## src/hw/ssc_params.svh

```systemverilog
`ifndef SSC_PARAMS_SVH
`define SSC_PARAMS_SVH

// Register offsets on the plain register port
`define SSC_AW 4
`define SSC_REG_CTRL 4'h0
`define SSC_REG_XBUF 4'h1
`define SSC_REG_IST 4'h2
`define SSC_REG_IMSK 4'h3

// Control register fields and reset value
`define SSC_CTRL_RST 8'h00
`define SSC_B_WRITE_COLLISION_FLAG 7
`define SSC_B_OVF 6
`define SSC_B_EN 5
`define SSC_B_CKP 4
`define SSC_MODE_SLV_SS 4'h4
`define SSC_MODE_SLV_NOSS 4'h5

// Interrupt status and mask bits
`define SSC_NIRQ 3
`define SSC_I_RX 0
`define SSC_I_OVF 1
`define SSC_I_WRITE_COLLISION_FLAG 2

// Pin indices and synchroniser reset levels
`define SSC_NPIN 4
`define SSC_P_SCK 0
`define SSC_P_SDI 1
`define SSC_P_SDO 2
`define SSC_P_SS 3
`define SSC_PIN_IDLE 4'h8

// Master half periods in system clocks: clk/4, clk/16, clk/64
`define SSC_HALF_4 6'h02
`define SSC_HALF_16 6'h08
`define SSC_HALF_64 6'h20

`endif

```

## src/hw/ssc_pkg.sv

```systemverilog
`default_nettype none
package ssc_pkg;
`include "ssc_params.svh"

   typedef logic [7:0] ssc_byte_t;
   typedef logic [3:0] ssc_mode_t;
   typedef enum logic {SSC_IDLE, SSC_SHIFT} ssc_eng_state_t;

   function automatic logic ssc_is_spi(input ssc_mode_t m);
      return m <= `SSC_MODE_SLV_NOSS;
   endfunction

   function automatic logic ssc_is_master(input ssc_mode_t m);
      return m[3:2] == 2'h0;
   endfunction

   // No timer source here, so the timer-clocked master runs at clk/64
   function automatic logic [5:0] ssc_half(input ssc_mode_t m);
      case (m[1:0])
         2'h0: return `SSC_HALF_4;
         2'h1: return `SSC_HALF_16;
         default: return `SSC_HALF_64;
      endcase
   endfunction
endpackage
`default_nettype wire

```

## src/hw/ssc_shift_if.sv

```systemverilog
`timescale 1ns/10ps
`default_nettype none
interface ssc_shift_if;
   import ssc_pkg::*;
   logic en;
   logic master;
   logic ss_ctl;
   ssc_mode_t mode;
   logic sck_s;
   logic sdi_s;
   logic ss_n_s;
   logic start;
   ssc_byte_t tx;
   logic done;
   ssc_byte_t rx;
   logic busy;
   logic sck_o;
   logic sdo_o;
   modport ctl (output en, master, ss_ctl, mode, sck_s, sdi_s, ss_n_s, start, tx,
      input done, rx, busy, sck_o, sdo_o);
   modport eng (input en, master, ss_ctl, mode, sck_s, sdi_s, ss_n_s, start, tx,
      output done, rx, busy, sck_o, sdo_o);
endinterface
`default_nettype wire

```

## src/hw/ssc_sync.sv

```systemverilog
`timescale 1ns/10ps
`default_nettype none
module ssc_sync #(
   parameter int W = 4,
   parameter logic [W-1:0] INIT = '0
) (
   // Clock and reset
   input wire logic clk_in,
   input wire logic srst_in,
   // Raw and filtered levels
   input wire logic [W-1:0] d_in,
   output logic [W-1:0] q_out
);
   typedef struct packed {
      logic [W-1:0] s1;
      logic [W-1:0] s2;
      logic [W-1:0] s3;
      logic [W-1:0] q;
   } ssc_sync_t;
   ssc_sync_t r_q, r_d;

   // A level counts only once stages two and three agree
   always_comb begin
      r_d = r_q;
      r_d.s1 = d_in;
      r_d.s2 = r_q.s1;
      r_d.s3 = r_q.s2;
      for (int i = 0; i < W; i++) begin
         if (r_q.s2[i] == r_q.s3[i]) begin
            r_d.q[i] = r_q.s3[i];
         end
      end
   end

   always_ff @(posedge clk_in) begin
      if (srst_in) begin
         r_q <= '{INIT, INIT, INIT, INIT};
      end else begin
         r_q <= r_d;
      end
   end

   assign q_out = r_q.q;
endmodule
`default_nettype wire

```

## src/hw/ssc_shift.sv

```systemverilog
`timescale 1ns/10ps
`default_nettype none
module ssc_shift (
   // Clock and reset
   input wire logic clk_in,
   input wire logic srst_in,
   // Engine side of the shift link
   ssc_shift_if.eng sif
);
   import ssc_pkg::*;

   typedef struct packed {
      ssc_eng_state_t st;
      ssc_byte_t sr;
      logic [2:0] cnt;
      logic [5:0] div;
      logic sck_o;
      logic sdo_o;
      logic sck_p;
      logic done;
      ssc_byte_t rx;
   } ssc_eng_t;
   ssc_eng_t r_q, r_d;
   logic rise, fall;

   // Data sampled on the rising clock edge, driven on the falling edge
   always_comb begin
      r_d = r_q;
      r_d.done = 1'b0;
      r_d.sck_p = sif.sck_s;
      rise = sif.sck_s & ~r_q.sck_p;
      fall = ~sif.sck_s & r_q.sck_p;
      if (!sif.en) begin
         r_d = '0;
         r_d.sck_p = sif.sck_s;
      end else if (sif.master) begin
         case (r_q.st)
            SSC_IDLE: begin
               r_d.cnt = 3'h0;
               if (sif.start) begin
                  r_d.st = SSC_SHIFT;
                  r_d.sr = sif.tx;
                  r_d.sdo_o = sif.tx[7];
                  r_d.cnt = 3'h0;
                  r_d.div = ssc_half(sif.mode);
                  r_d.sck_o = 1'b0;
               end
            end
            SSC_SHIFT: begin
               r_d.div = r_q.div - 6'h01;
               if (r_q.div == 6'h01) begin
                  r_d.div = ssc_half(sif.mode);
                  r_d.sck_o = ~r_q.sck_o;
                  if (!r_q.sck_o) begin
                     r_d.sr = {r_q.sr[6:0], sif.sdi_s};
                  end else begin
                     r_d.cnt = r_q.cnt + 3'h1;
                     r_d.sdo_o = r_q.sr[7];
                     if (r_q.cnt == 3'h7) begin
                        r_d.st = SSC_IDLE;
                        r_d.done = 1'b1;
                        r_d.rx = r_q.sr;
                     end
                  end
               end
            end
            default: r_d.st = SSC_IDLE;
         endcase
      end else if (sif.ss_ctl && sif.ss_n_s) begin
         // Slave select going high mid-byte must not leave the engine looking busy
         r_d.st = SSC_IDLE;
         r_d.cnt = 3'h0;
      end else begin
         r_d.st = SSC_IDLE;
         if (sif.start) begin
            r_d.sr = sif.tx;
            r_d.sdo_o = sif.tx[7];
         end
         if (rise) begin
            r_d.sr = {r_q.sr[6:0], sif.sdi_s};
            r_d.cnt = r_q.cnt + 3'h1;
            if (r_q.cnt == 3'h7) begin
               r_d.done = 1'b1;
               r_d.rx = {r_q.sr[6:0], sif.sdi_s};
            end
         end else if (fall) begin
            r_d.sdo_o = r_q.sr[7];
         end
      end
   end

   always_ff @(posedge clk_in) begin
      if (srst_in) begin
         r_q <= '0;
      end else begin
         r_q <= r_d;
      end
   end

   assign sif.done = r_q.done;
   assign sif.rx = r_q.rx;
   assign sif.busy = (r_q.st == SSC_SHIFT) || (r_q.cnt != 3'h0);
   assign sif.sck_o = r_q.sck_o;
   assign sif.sdo_o = r_q.sdo_o;
endmodule
`default_nettype wire

```

## src/hw/ssc_ctrl.sv

```systemverilog
// Strobed register access and the register addresses are this design's own decisions.
`timescale 1ns/10ps
`default_nettype none
`include "ssc_params.svh"
module ssc_ctrl (
   // Clock and reset
   input wire logic clk_in,
   input wire logic srst_in,
   // Register port
   input wire logic [3:0] addr_in,
   input wire ssc_pkg::ssc_byte_t wdata_in,
   input wire logic wr_in,
   input wire logic rd_in,
   output ssc_pkg::ssc_byte_t rdata_out,
   // Serial pins: 0 clock, 1 data in, 2 data out, 3 slave select
   input wire logic [3:0] pin_in,
   output logic [3:0] pin_do_out,
   output logic [3:0] pin_oe_out,
   output logic [3:0] pin_fn_out,
   // General-purpose port drive for the same pins
   input wire logic [3:0] gpio_do_in,
   input wire logic [3:0] gpio_oe_in,
   // Interrupt
   output logic irq_out
);
   import ssc_pkg::*;

   ////////////////////////////////////////////////////////////////////////////
   typedef struct packed {
      ssc_byte_t ctrl;
      ssc_byte_t xbuf;
      logic full;
      logic [2:0] ist;
      logic [2:0] imsk;
      ssc_byte_t rdata;
      logic irq;
      logic [3:0] pdo;
      logic [3:0] poe;
      logic [3:0] pfn;
      logic start;
      ssc_byte_t tx;
   } ssc_top_t;
   ssc_top_t r_q, r_d;

   ssc_shift_if sif();
   logic [3:0] pin_s;
   logic en_w, spi_w, mst_w, slave_w, ssctl_w;
   logic wr_ctrl, wr_xbuf, rd_xbuf, wr_ist, wr_imsk;
   logic ovf_ev, write_collision_flag_ev, rx_ev;
   logic [3:0] sdo_v, soe_v, sfn_v;

   ////////////////////////////////////////////////////////////////////////////
   ssc_sync #(
      .W(`SSC_NPIN),
      .INIT(`SSC_PIN_IDLE)
   ) u_sync (
      .clk_in(clk_in),
      .srst_in(srst_in),
      .d_in(pin_in),
      .q_out(pin_s)
   );

   ssc_shift u_shift (
      .clk_in(clk_in),
      .srst_in(srst_in),
      .sif(sif)
   );

   assign sif.en = en_w;
   assign sif.master = mst_w;
   assign sif.ss_ctl = ssctl_w;
   assign sif.mode = r_q.ctrl[3:0];
   assign sif.sck_s = pin_s[`SSC_P_SCK];
   assign sif.sdi_s = pin_s[`SSC_P_SDI];
   assign sif.ss_n_s = pin_s[`SSC_P_SS];
   assign sif.start = r_q.start;
   assign sif.tx = r_q.tx;

   ////////////////////////////////////////////////////////////////////////////
   always_comb begin
      r_d = r_q;
      r_d.start = 1'b0;
      r_d.rdata = 8'h00;
      en_w = r_q.ctrl[`SSC_B_EN];
      spi_w = ssc_is_spi(r_q.ctrl[3:0]);
      mst_w = spi_w && ssc_is_master(r_q.ctrl[3:0]);
      slave_w = spi_w && !mst_w;
      ssctl_w = r_q.ctrl[3:0] == `SSC_MODE_SLV_SS;
      wr_ctrl = wr_in && (addr_in == `SSC_REG_CTRL);
      wr_xbuf = wr_in && (addr_in == `SSC_REG_XBUF);
      rd_xbuf = rd_in && (addr_in == `SSC_REG_XBUF);
      wr_ist = wr_in && (addr_in == `SSC_REG_IST);
      wr_imsk = wr_in && (addr_in == `SSC_REG_IMSK);

      // Only a slave can be overrun; a master paces itself by buffer writes
      ovf_ev = en_w && slave_w && sif.done && r_q.full;
      rx_ev = en_w && sif.done && !ovf_ev;
      write_collision_flag_ev = en_w && wr_xbuf && (sif.busy || r_q.start);

      if (wr_ctrl) begin
         r_d.ctrl = wdata_in;
      end
      // Hardware set wins over a software clear in the same cycle
      if (write_collision_flag_ev) begin
         r_d.ctrl[`SSC_B_WRITE_COLLISION_FLAG] = 1'b1;
      end
      if (ovf_ev) begin
         r_d.ctrl[`SSC_B_OVF] = 1'b1;
      end

      if (rd_xbuf) begin
         r_d.full = 1'b0;
      end
      if (rx_ev) begin
         r_d.xbuf = sif.rx;
         r_d.full = 1'b1;
      end
      // A colliding write is dropped so the byte in flight stays intact; a pending launch counts as busy
      if (en_w && wr_xbuf && !write_collision_flag_ev) begin
         r_d.start = 1'b1;
         r_d.tx = wdata_in;
      end

      if (wr_ist) begin
         r_d.ist = r_q.ist & ~wdata_in[2:0];
      end
      r_d.ist[`SSC_I_RX] = r_d.ist[`SSC_I_RX] | rx_ev;
      r_d.ist[`SSC_I_OVF] = r_d.ist[`SSC_I_OVF] | ovf_ev;
      r_d.ist[`SSC_I_WRITE_COLLISION_FLAG] = r_d.ist[`SSC_I_WRITE_COLLISION_FLAG] | write_collision_flag_ev;
      if (wr_imsk) begin
         r_d.imsk = wdata_in[2:0];
      end
      r_d.irq = |(r_d.ist & r_d.imsk);

      if (rd_in) begin
         case (addr_in)
            `SSC_REG_CTRL: r_d.rdata = r_q.ctrl;
            `SSC_REG_XBUF: r_d.rdata = r_q.xbuf;
            `SSC_REG_IST: r_d.rdata = {5'h00, r_q.ist};
            `SSC_REG_IMSK: r_d.rdata = {5'h00, r_q.imsk};
            default: r_d.rdata = 8'h00;
         endcase
      end

      // Two-wire datapath is not built here, so its lines stay released
      sfn_v = 4'h0;
      sdo_v = 4'h0;
      soe_v = 4'h0;
      if (en_w && spi_w) begin
         sfn_v = 4'h7;
         sfn_v[`SSC_P_SS] = ssctl_w;
         sdo_v[`SSC_P_SCK] = sif.sck_o;
         soe_v[`SSC_P_SCK] = mst_w;
         sdo_v[`SSC_P_SDO] = sif.sdo_o;
         soe_v[`SSC_P_SDO] = !(ssctl_w && pin_s[`SSC_P_SS]);
      end else if (en_w) begin
         sfn_v = 4'h3;
      end
      for (int i = 0; i < `SSC_NPIN; i++) begin
         r_d.pfn[i] = sfn_v[i];
         r_d.pdo[i] = sfn_v[i] ? sdo_v[i] : gpio_do_in[i];
         r_d.poe[i] = sfn_v[i] ? soe_v[i] : gpio_oe_in[i];
      end
   end

   always_ff @(posedge clk_in) begin
      if (srst_in) begin
         r_q <= '0;
         r_q.ctrl <= `SSC_CTRL_RST;
      end else begin
         r_q <= r_d;
      end
   end

   assign rdata_out = r_q.rdata;
   assign pin_do_out = r_q.pdo;
   assign pin_oe_out = r_q.poe;
   assign pin_fn_out = r_q.pfn;
   assign irq_out = r_q.irq;
endmodule
`default_nettype wire

```

## config.mk

```make
export PLATFORM = sky130hd
export DESIGN_NAME = ssc_ctrl
export DESIGN_NICKNAME = d
export VERILOG_FILES = /design/src/hw/ssc_pkg.sv /design/src/hw/ssc_shift_if.sv /design/src/hw/ssc_sync.sv /design/src/hw/ssc_shift.sv /design/src/hw/ssc_ctrl.sv
export VERILOG_INCLUDE_DIRS = /design/src /design/src/hw
export SDC_FILE = /design/constraint.sdc
export NUM_CORES = 1
export LEC_CHECK = 0
export BUFFER_PORTS_ARGS = -buffer_cell sky130_fd_sc_hd__buf_4
export CORE_ASPECT_RATIO = 0.8
export CORE_MARGIN = 8
export CORE_UTILIZATION = 35
export DETAILED_ROUTE_END_ITERATION = 8
export GPL_TIMING_DRIVEN = 0
export HOLD_SLACK_MARGIN = 0.05
export MAX_ROUTING_LAYER = met4
export PLACE_DENSITY_LB_ADDON = 0.12
export RECOVER_POWER = 100
export SYNTH_ARGS = -nofsm -noshare
export SYNTH_HDL_FRONTEND = slang
export SYNTH_SLANG_ARGS = --single-unit
```

## constraint.sdc

```tcl
create_clock -name clk_in -period 2.7 [get_ports clk_in]
set_input_delay 0.54 -clock clk_in [delete_from_list [all_inputs] [get_ports clk_in]]
set_output_delay 0.54 -clock clk_in [all_outputs]
set_load 0.005 [all_outputs]
```

Word level (Yosys, flattened, before mapping)
Index checks and enable logic that the tools add are counted.

Register bits: 98. Bits in latches: 0. Bits in writable memories: 0. Bits in read-only memories: 0. Bits of input ports: 28. Output and inout bits: 21. Word-level logic and storage cells: 164. Memories: 0.

$add $sub $neg: 2. $mul: 0. Divide/modulo/power cells: 0. Magnitude comparators: 1. Equal/unequal tests: 21. Shift-type cells: 0. Multiplexer cells: 46. Bitwise gates (word level): 15. Reduce and logical (&&, ||, !) cells: 46.

Operators with widths (number): 9-bit two-way mux (9); 20-bit two-way mux (2); 20-bit one-hot mux with 2 select lines (1); 8-bit two-way mux (4); 8-bit one-hot mux with 4 select lines (1); 11-bit two-way mux (2); 1-bit two-way mux (20); 1-bit logical AND (17); 3-bit two-way mux (4); 3-bit inequality test, second input constant (4); 6-bit one-hot mux with 2 select lines (1); 2-bit nonzero test (5); 3-bit nonzero test (3); 4-bit by 2-bit equality test with 1-bit output, second input constant (2); 2-bit inequality test, second input constant (4); 2-bit OR reduction (4); 1-bit NOT (7); 7-bit AND reduction (1); 3-bit AND (2); 6-bit by 1-bit equality test with 1-bit output, second input constant (1); 2-bit by 1-bit inequality test with 1-bit output, second input constant (3); 3-bit AND reduction (2); 3-bit OR reduction (2); 6-bit by 1-bit subtractor with 6-bit output, second input constant (1); 19 further kinds (29).

Depth between registers and ports, before layout
Depth after elaboration: 12. Gate-level depth with buffers: 7. Gate-level depth less buffers: 7.

Cells and area by module
From an unflattened synthesis, not the netlist that was laid out.

Cell total of the unflattened synthesis: 471. Area, all modules: 4434.3 um^2.

Modules (own cells, without submodules): ssc_ctrl (times used 1, cells an instance 224, area an instance 2148.3 um^2, seq. area each 1041.0 um^2); ssc_shift (times used 1, cells an instance 202, area an instance 1784.2 um^2, seq. area each 600.6 um^2); ssc_sync (times used 1, cells an instance 45, area an instance 501.7 um^2, seq. area each 320.3 um^2).

Worst setup path after synthesis
No wires, ideal clock.

Kind: input to register. Start: input port addr_in[1]. End: register r_q, in the netlist sif.tx[7]. Setup time: 128 ps. Arrival: 1580 ps. Data required time: 2572 ps. Path slack: 992 ps. Stages: 5. Buffers on the path: 0. Path through: nor4b_4 > nand3_1 > nor2_4 > mux2i_1 > nor2_1.

Word-level cells in the longest chain between the ends: 6.

RTL lines: start, declared (RTL line ssc_ctrl.sv:10) `input wire logic [3:0] addr_in,`; 4-bit by 1-bit equality test with 1-bit output (*); 1-bit logical AND (*) (RTL line ssc_ctrl.sv:90) `` wr_xbuf = wr_in && (addr_in == `SSC_REG_XBUF); ``; 1-bit logical AND (*) (RTL line ssc_ctrl.sv:98, ssc_ctrl.sv:119); 1-bit logical AND (RTL line ssc_ctrl.sv:98) `write_collision_flag_ev = en_w && wr_xbuf && (sif.busy || r_q.start);`; 1-bit zero test (RTL line ssc_ctrl.sv:119) `if (en_w && wr_xbuf && !write_collision_flag_ev) begin`; 1-bit logical AND (*) (RTL line ssc_ctrl.sv:119); end signal, assigned (RTL line ssc_ctrl.sv:171) `r_q <= r_d;`; end, declared (RTL line ssc_ctrl.sv:43) `ssc_top_t r_q, r_d;`.

Every way passes the cells marked *; elsewhere a longest branch is shown, timed or not. A chain may end at the register's enable or synchronous reset.

Worst setup path in the final report
Start: register r_q[47] (netlist name). End: register u_shift.r_q, in the netlist u_shift.sif.rx[7].

Word-level cells in the longest chain between the ends: 4. Elaborated cells between the ends (all ways): 13. Classes of those cells: order compare: 1; eq/ne: 5; mux: 1; reduce/logical: 6.

RTL lines: 4-bit by 3-bit <= comparator with 1-bit output (no source line) (tied with other cells); 1-bit logical AND (on tied branches) (RTL line ssc_ctrl.sv:86, ssc_shift.sv:69); 2-bit by 1-bit inequality test with 1-bit output (no source line) (tied with other cells); 7-bit AND reduction (no source line); end signal, assigned (RTL line ssc_shift.sv:96) `r_q <= r_d;`; end, declared (RTL line ssc_shift.sv:23) `ssc_eng_t r_q, r_d;`.

Several ways; a longest one is shown, not always the timed one.

==> metrics.csv <==
stage;metric;value;unit
layout;layout cell share with drive strength beyond 1;0.203;
timing;number of setup violations in the final report;0;
layout;Non-Filler Instances;627;
synth;synth unique cells;59;
global_route;GRT overflow;0;
floorplan;Die ar.;15200;µm²
min_path;Hold Path Class;input port to flop;
synth;synthesized area;4020;µm²
timing;skew final;0.00821;ns
global_route;Global Route met2 Usage;0.199;
floorplan;Site Rows;35;
synth;ys async rst share;0;
timing;max_slew headroom;0.454;
detailed_routing;vias per std cell;5.04;
critical_path;crit path launch type;flop;
cts;cts repair resizes;0;
synth;top-count cell post-synth;dfxtp_1;
detailed_routing;1st-iter DRT viols;173;
layout;nets@finish;508;
timing;RSZ-0062 raised after global routing;no;
critical_path;Worst Setup End Kind;flop;
critical_path;slowest stage cell, crit path;clkbuf_1;
global_route;first-pass GRT wire length;16600;µm
synth;register bit count reported by yosys;94;
global_route;routing usage on met1;0.195;
critical_path;worst endpoint required time;2.91;ns
detailed_routing;drt total wl;10400;µm
critical_path;WS Path Type;flop to flop;
global_route;largest net degree at the start of global routing;15;
synth;Seq/Total Area, Yosys;0.468;
detailed_routing;post-route ant nets;0;
timing;Min Hold Slack;0.385;ns
power;leak pwr;1.86;nW
synth;synth top area cells;dfxtp_1 47%, mux2i_1 8.5%, nor2_1 5.9%;
layout;fillers;1126;
synth;ys flop type;dfxtp_1;
synth;Mapped Nets;450;
critical_path;crit-path max FO;9;
timing;Final min period;2.27;ns
floorplan;core area;11300;µm²
timing;Fin. Hold Viols;0;
critical_path;arrival time worst endpoint;2.48;ns
power;Cell Pwr Density;559;nW/µm²
power;Max VDD drop;0.000273;V
cts;Skew-Pair Late Insertion Delay;0.34;ns
run_status;status;finished, final reports clean;
layout;# diodes;0;
detailed_routing;Post-route DRC;0;
cts;H-tree Lvls;3;
timing;Slew Limit Fails;0;
placed_design;Port Buf Inserts;47;
global_route;GR Util met3;0.0432;
synth;Synth Warn #;0;
critical_path;Crit path max-delay family;simple AND/OR/NAND/NOR gates;
critical_path;Worst Path Buf+Inv;2;
timing;fmax;440;MHz
timing;Slew @ Worst Pin;0.816;ns
job;Max-Cap Viols;0;
floorplan;Die Wd;136;µm
cts;# Post-CTS Setup Buffers;0;
cts;hold-fix buffer count after cts;0;
global_route;grt peak-use layer;met2;
cts;Num CTS Buffers;9;
placed_design;Placed Cells;612;
detailed_routing;DR pass1 iterations;4;
cts;CTS tree;built;
synth;Post-synth EDFFs;0;
placed_design;DP HPWL;7820;µm
timing;Final period util;0.842;
global_route;initial antenna violation count;0;
global_route;number of global-route vias before repair;3082;
floorplan;num ports;49;
synth;Synth Area per Inst;9.65;µm²
synth;Post-Syn Instances;417;
floorplan;DIE HEIGHT;112;µm
detailed_routing;WL/cell;16.5;µm
cts;clock root buffer;clkbuf_16;
cts;CTS clock-pin slew for the worst setup and hold paths;0.06;ns
cts;Max clock buf depth;2;
cts;Sink Count;94;
placed_design;gpl congestion;0.840;
layout;area delta synth->final;19.0;%
critical_path;worst-path cell chain;clkbuf_1 > nor4b_4 > nand2_1 > and3_1 > buf_6 > a22oi_1 > o2bb2ai_1;
global_route;GRT Util Overall;0.143;
floorplan;starting density of the core;0.355;
timing;Fin Setup TNS;0;ns
synth;top post-synthesis cells by count;94 x dfxtp_1, 63 x nor2_1, 34 x mux2i_1;
synth;Yosys top cell by area;dfxtp_1;
detailed_routing;vias;3161;
synth;top cell type's share of synthesized area;0.468;
critical_path;slowest stage delay, CP;0.41;ns
[worst reg2reg max path, stage by stage (launching register included)]
cell	delay, ns
dfxtp_1	0.31
clkbuf_1	0.41
nor4b_4	0.40
nand2_1	0.28
and3_1	0.28
buf_6	0.13
a22oi_1	0.24
o2bb2ai_1	0.10
[state kept, by name, indices dropped and copies added (netlist names), 4 cells and up]
name	count
sif.tx	8
u_shift.sif.rx	8
u_shift.r_q	19
r_q	22
pin_oe_out	4
rdata_out	8
u_sync.r_d	6
pin_do_out	4
[final timing paths]
path | slack (ns) | endpoint | cells past startpoint | start
setup reg to reg | 0.43 | u_shift.sif.rx[7] | 7 | r_q[47]
setup / recovery | 0.43 | u_shift.sif.rx[7] | 7 | r_q[47]
hold / removal | 0.39 | u_sync.r_d[11] | 2 | pin_in[3]
hold reg to reg | 0.41 | u_sync.r_d[7] | 1 | u_sync.r_d[11]
[layout make-up]
| type | instances | area, µm² | share of cell area |
|---|---|---|---|
| Inverter | 7 | 26.3 | 0.00549 |
| Sequential cell | 94 | 1880 | 0.393 |
| Timing Repair Buffer | 47 | 334 | 0.0698 |
| Tap cell | 148 | 185 | 0.0387 |
| Buffer | 39 | 233 | 0.0486 |
| Clock inverter | 3 | 21.3 | 0.00444 |
| Multi-Input combinational cell | 277 | 1860 | 0.389 |
| Clock buffer | 12 | 246 | 0.0515 |
[report_power, final]
group / leakage (nW) / switching [mW] / internal, mW
clock: 0.129 / 0.509 / 0.645
combinational: 0.966 / 0.0599 / 0.0580
sequential: 0.761 / 0.00474 / 1.40
total: 1.86 / 0.574 / 2.10
[placed cells by master, fill, tap and decap left out, types with 5 or more instances in the layout]
master / n
clkbuf_16: 9
nor2b_1: 11
inv_1: 7
a221oi_1: 10
a22oi_1: 15
clkbuf_1: 21
dfxtp_1: 94
nand2b_1: 5
a21oi_1: 21
nor2_1: 65
mux2i_1: 34
nor3_1: 6
o21ai_0: 17
o2bb2ai_1: 9
ha_1: 5
nand2_1: 16
clkbuf_4: 18
buf_4: 44
nand3_1: 6
[metrics by stage]
| step | power (mW) | area (µm²) | worst slack, ns | utilization |
|---|---|---|---|---|
| finish | 2.68 | 4790 | 0.425 | 0.422 |
| global route | 2.79 | 4790 | 0.273 | 0.422 |
| CTS | 2.73 | 4830 | 0.623 | 0.426 |
| detailed placement | 1.56 | 4560 | 0.576 | 0.402 |
| global placement | 1.56 | 4560 | 0.531 | 0.402 |
| floorplan | 1.49 | 4020 | 0.992 | - |
[kinds of logic after synthesis]
kind of cell             after synthesis  share of synthesized area
flip-flops                            94                      0.468
adder cells (fa/ha/maj)                5                     0.0156
multiplexers                          37                     0.0930
AND/OR/NAND/NOR                      134                      0.174
buffers and inverters                 46                     0.0653
XOR/XNOR                               2                    0.00436
AO/OA/AOI/OAI                         99                      0.180
[metal layers]
metal | part of all wire | vias to the layer above | wire (µm)
li1 | - | 1590 | -
met1 | 0.50 | 1481 | 5230
met2 | 0.42 | 80 | 4370
met3 | 0.064 | 10 | 662
met4 | 0.0092 | 0 | 95
met5 | 0 | - | 0
(Power assumes the default switching activity.)
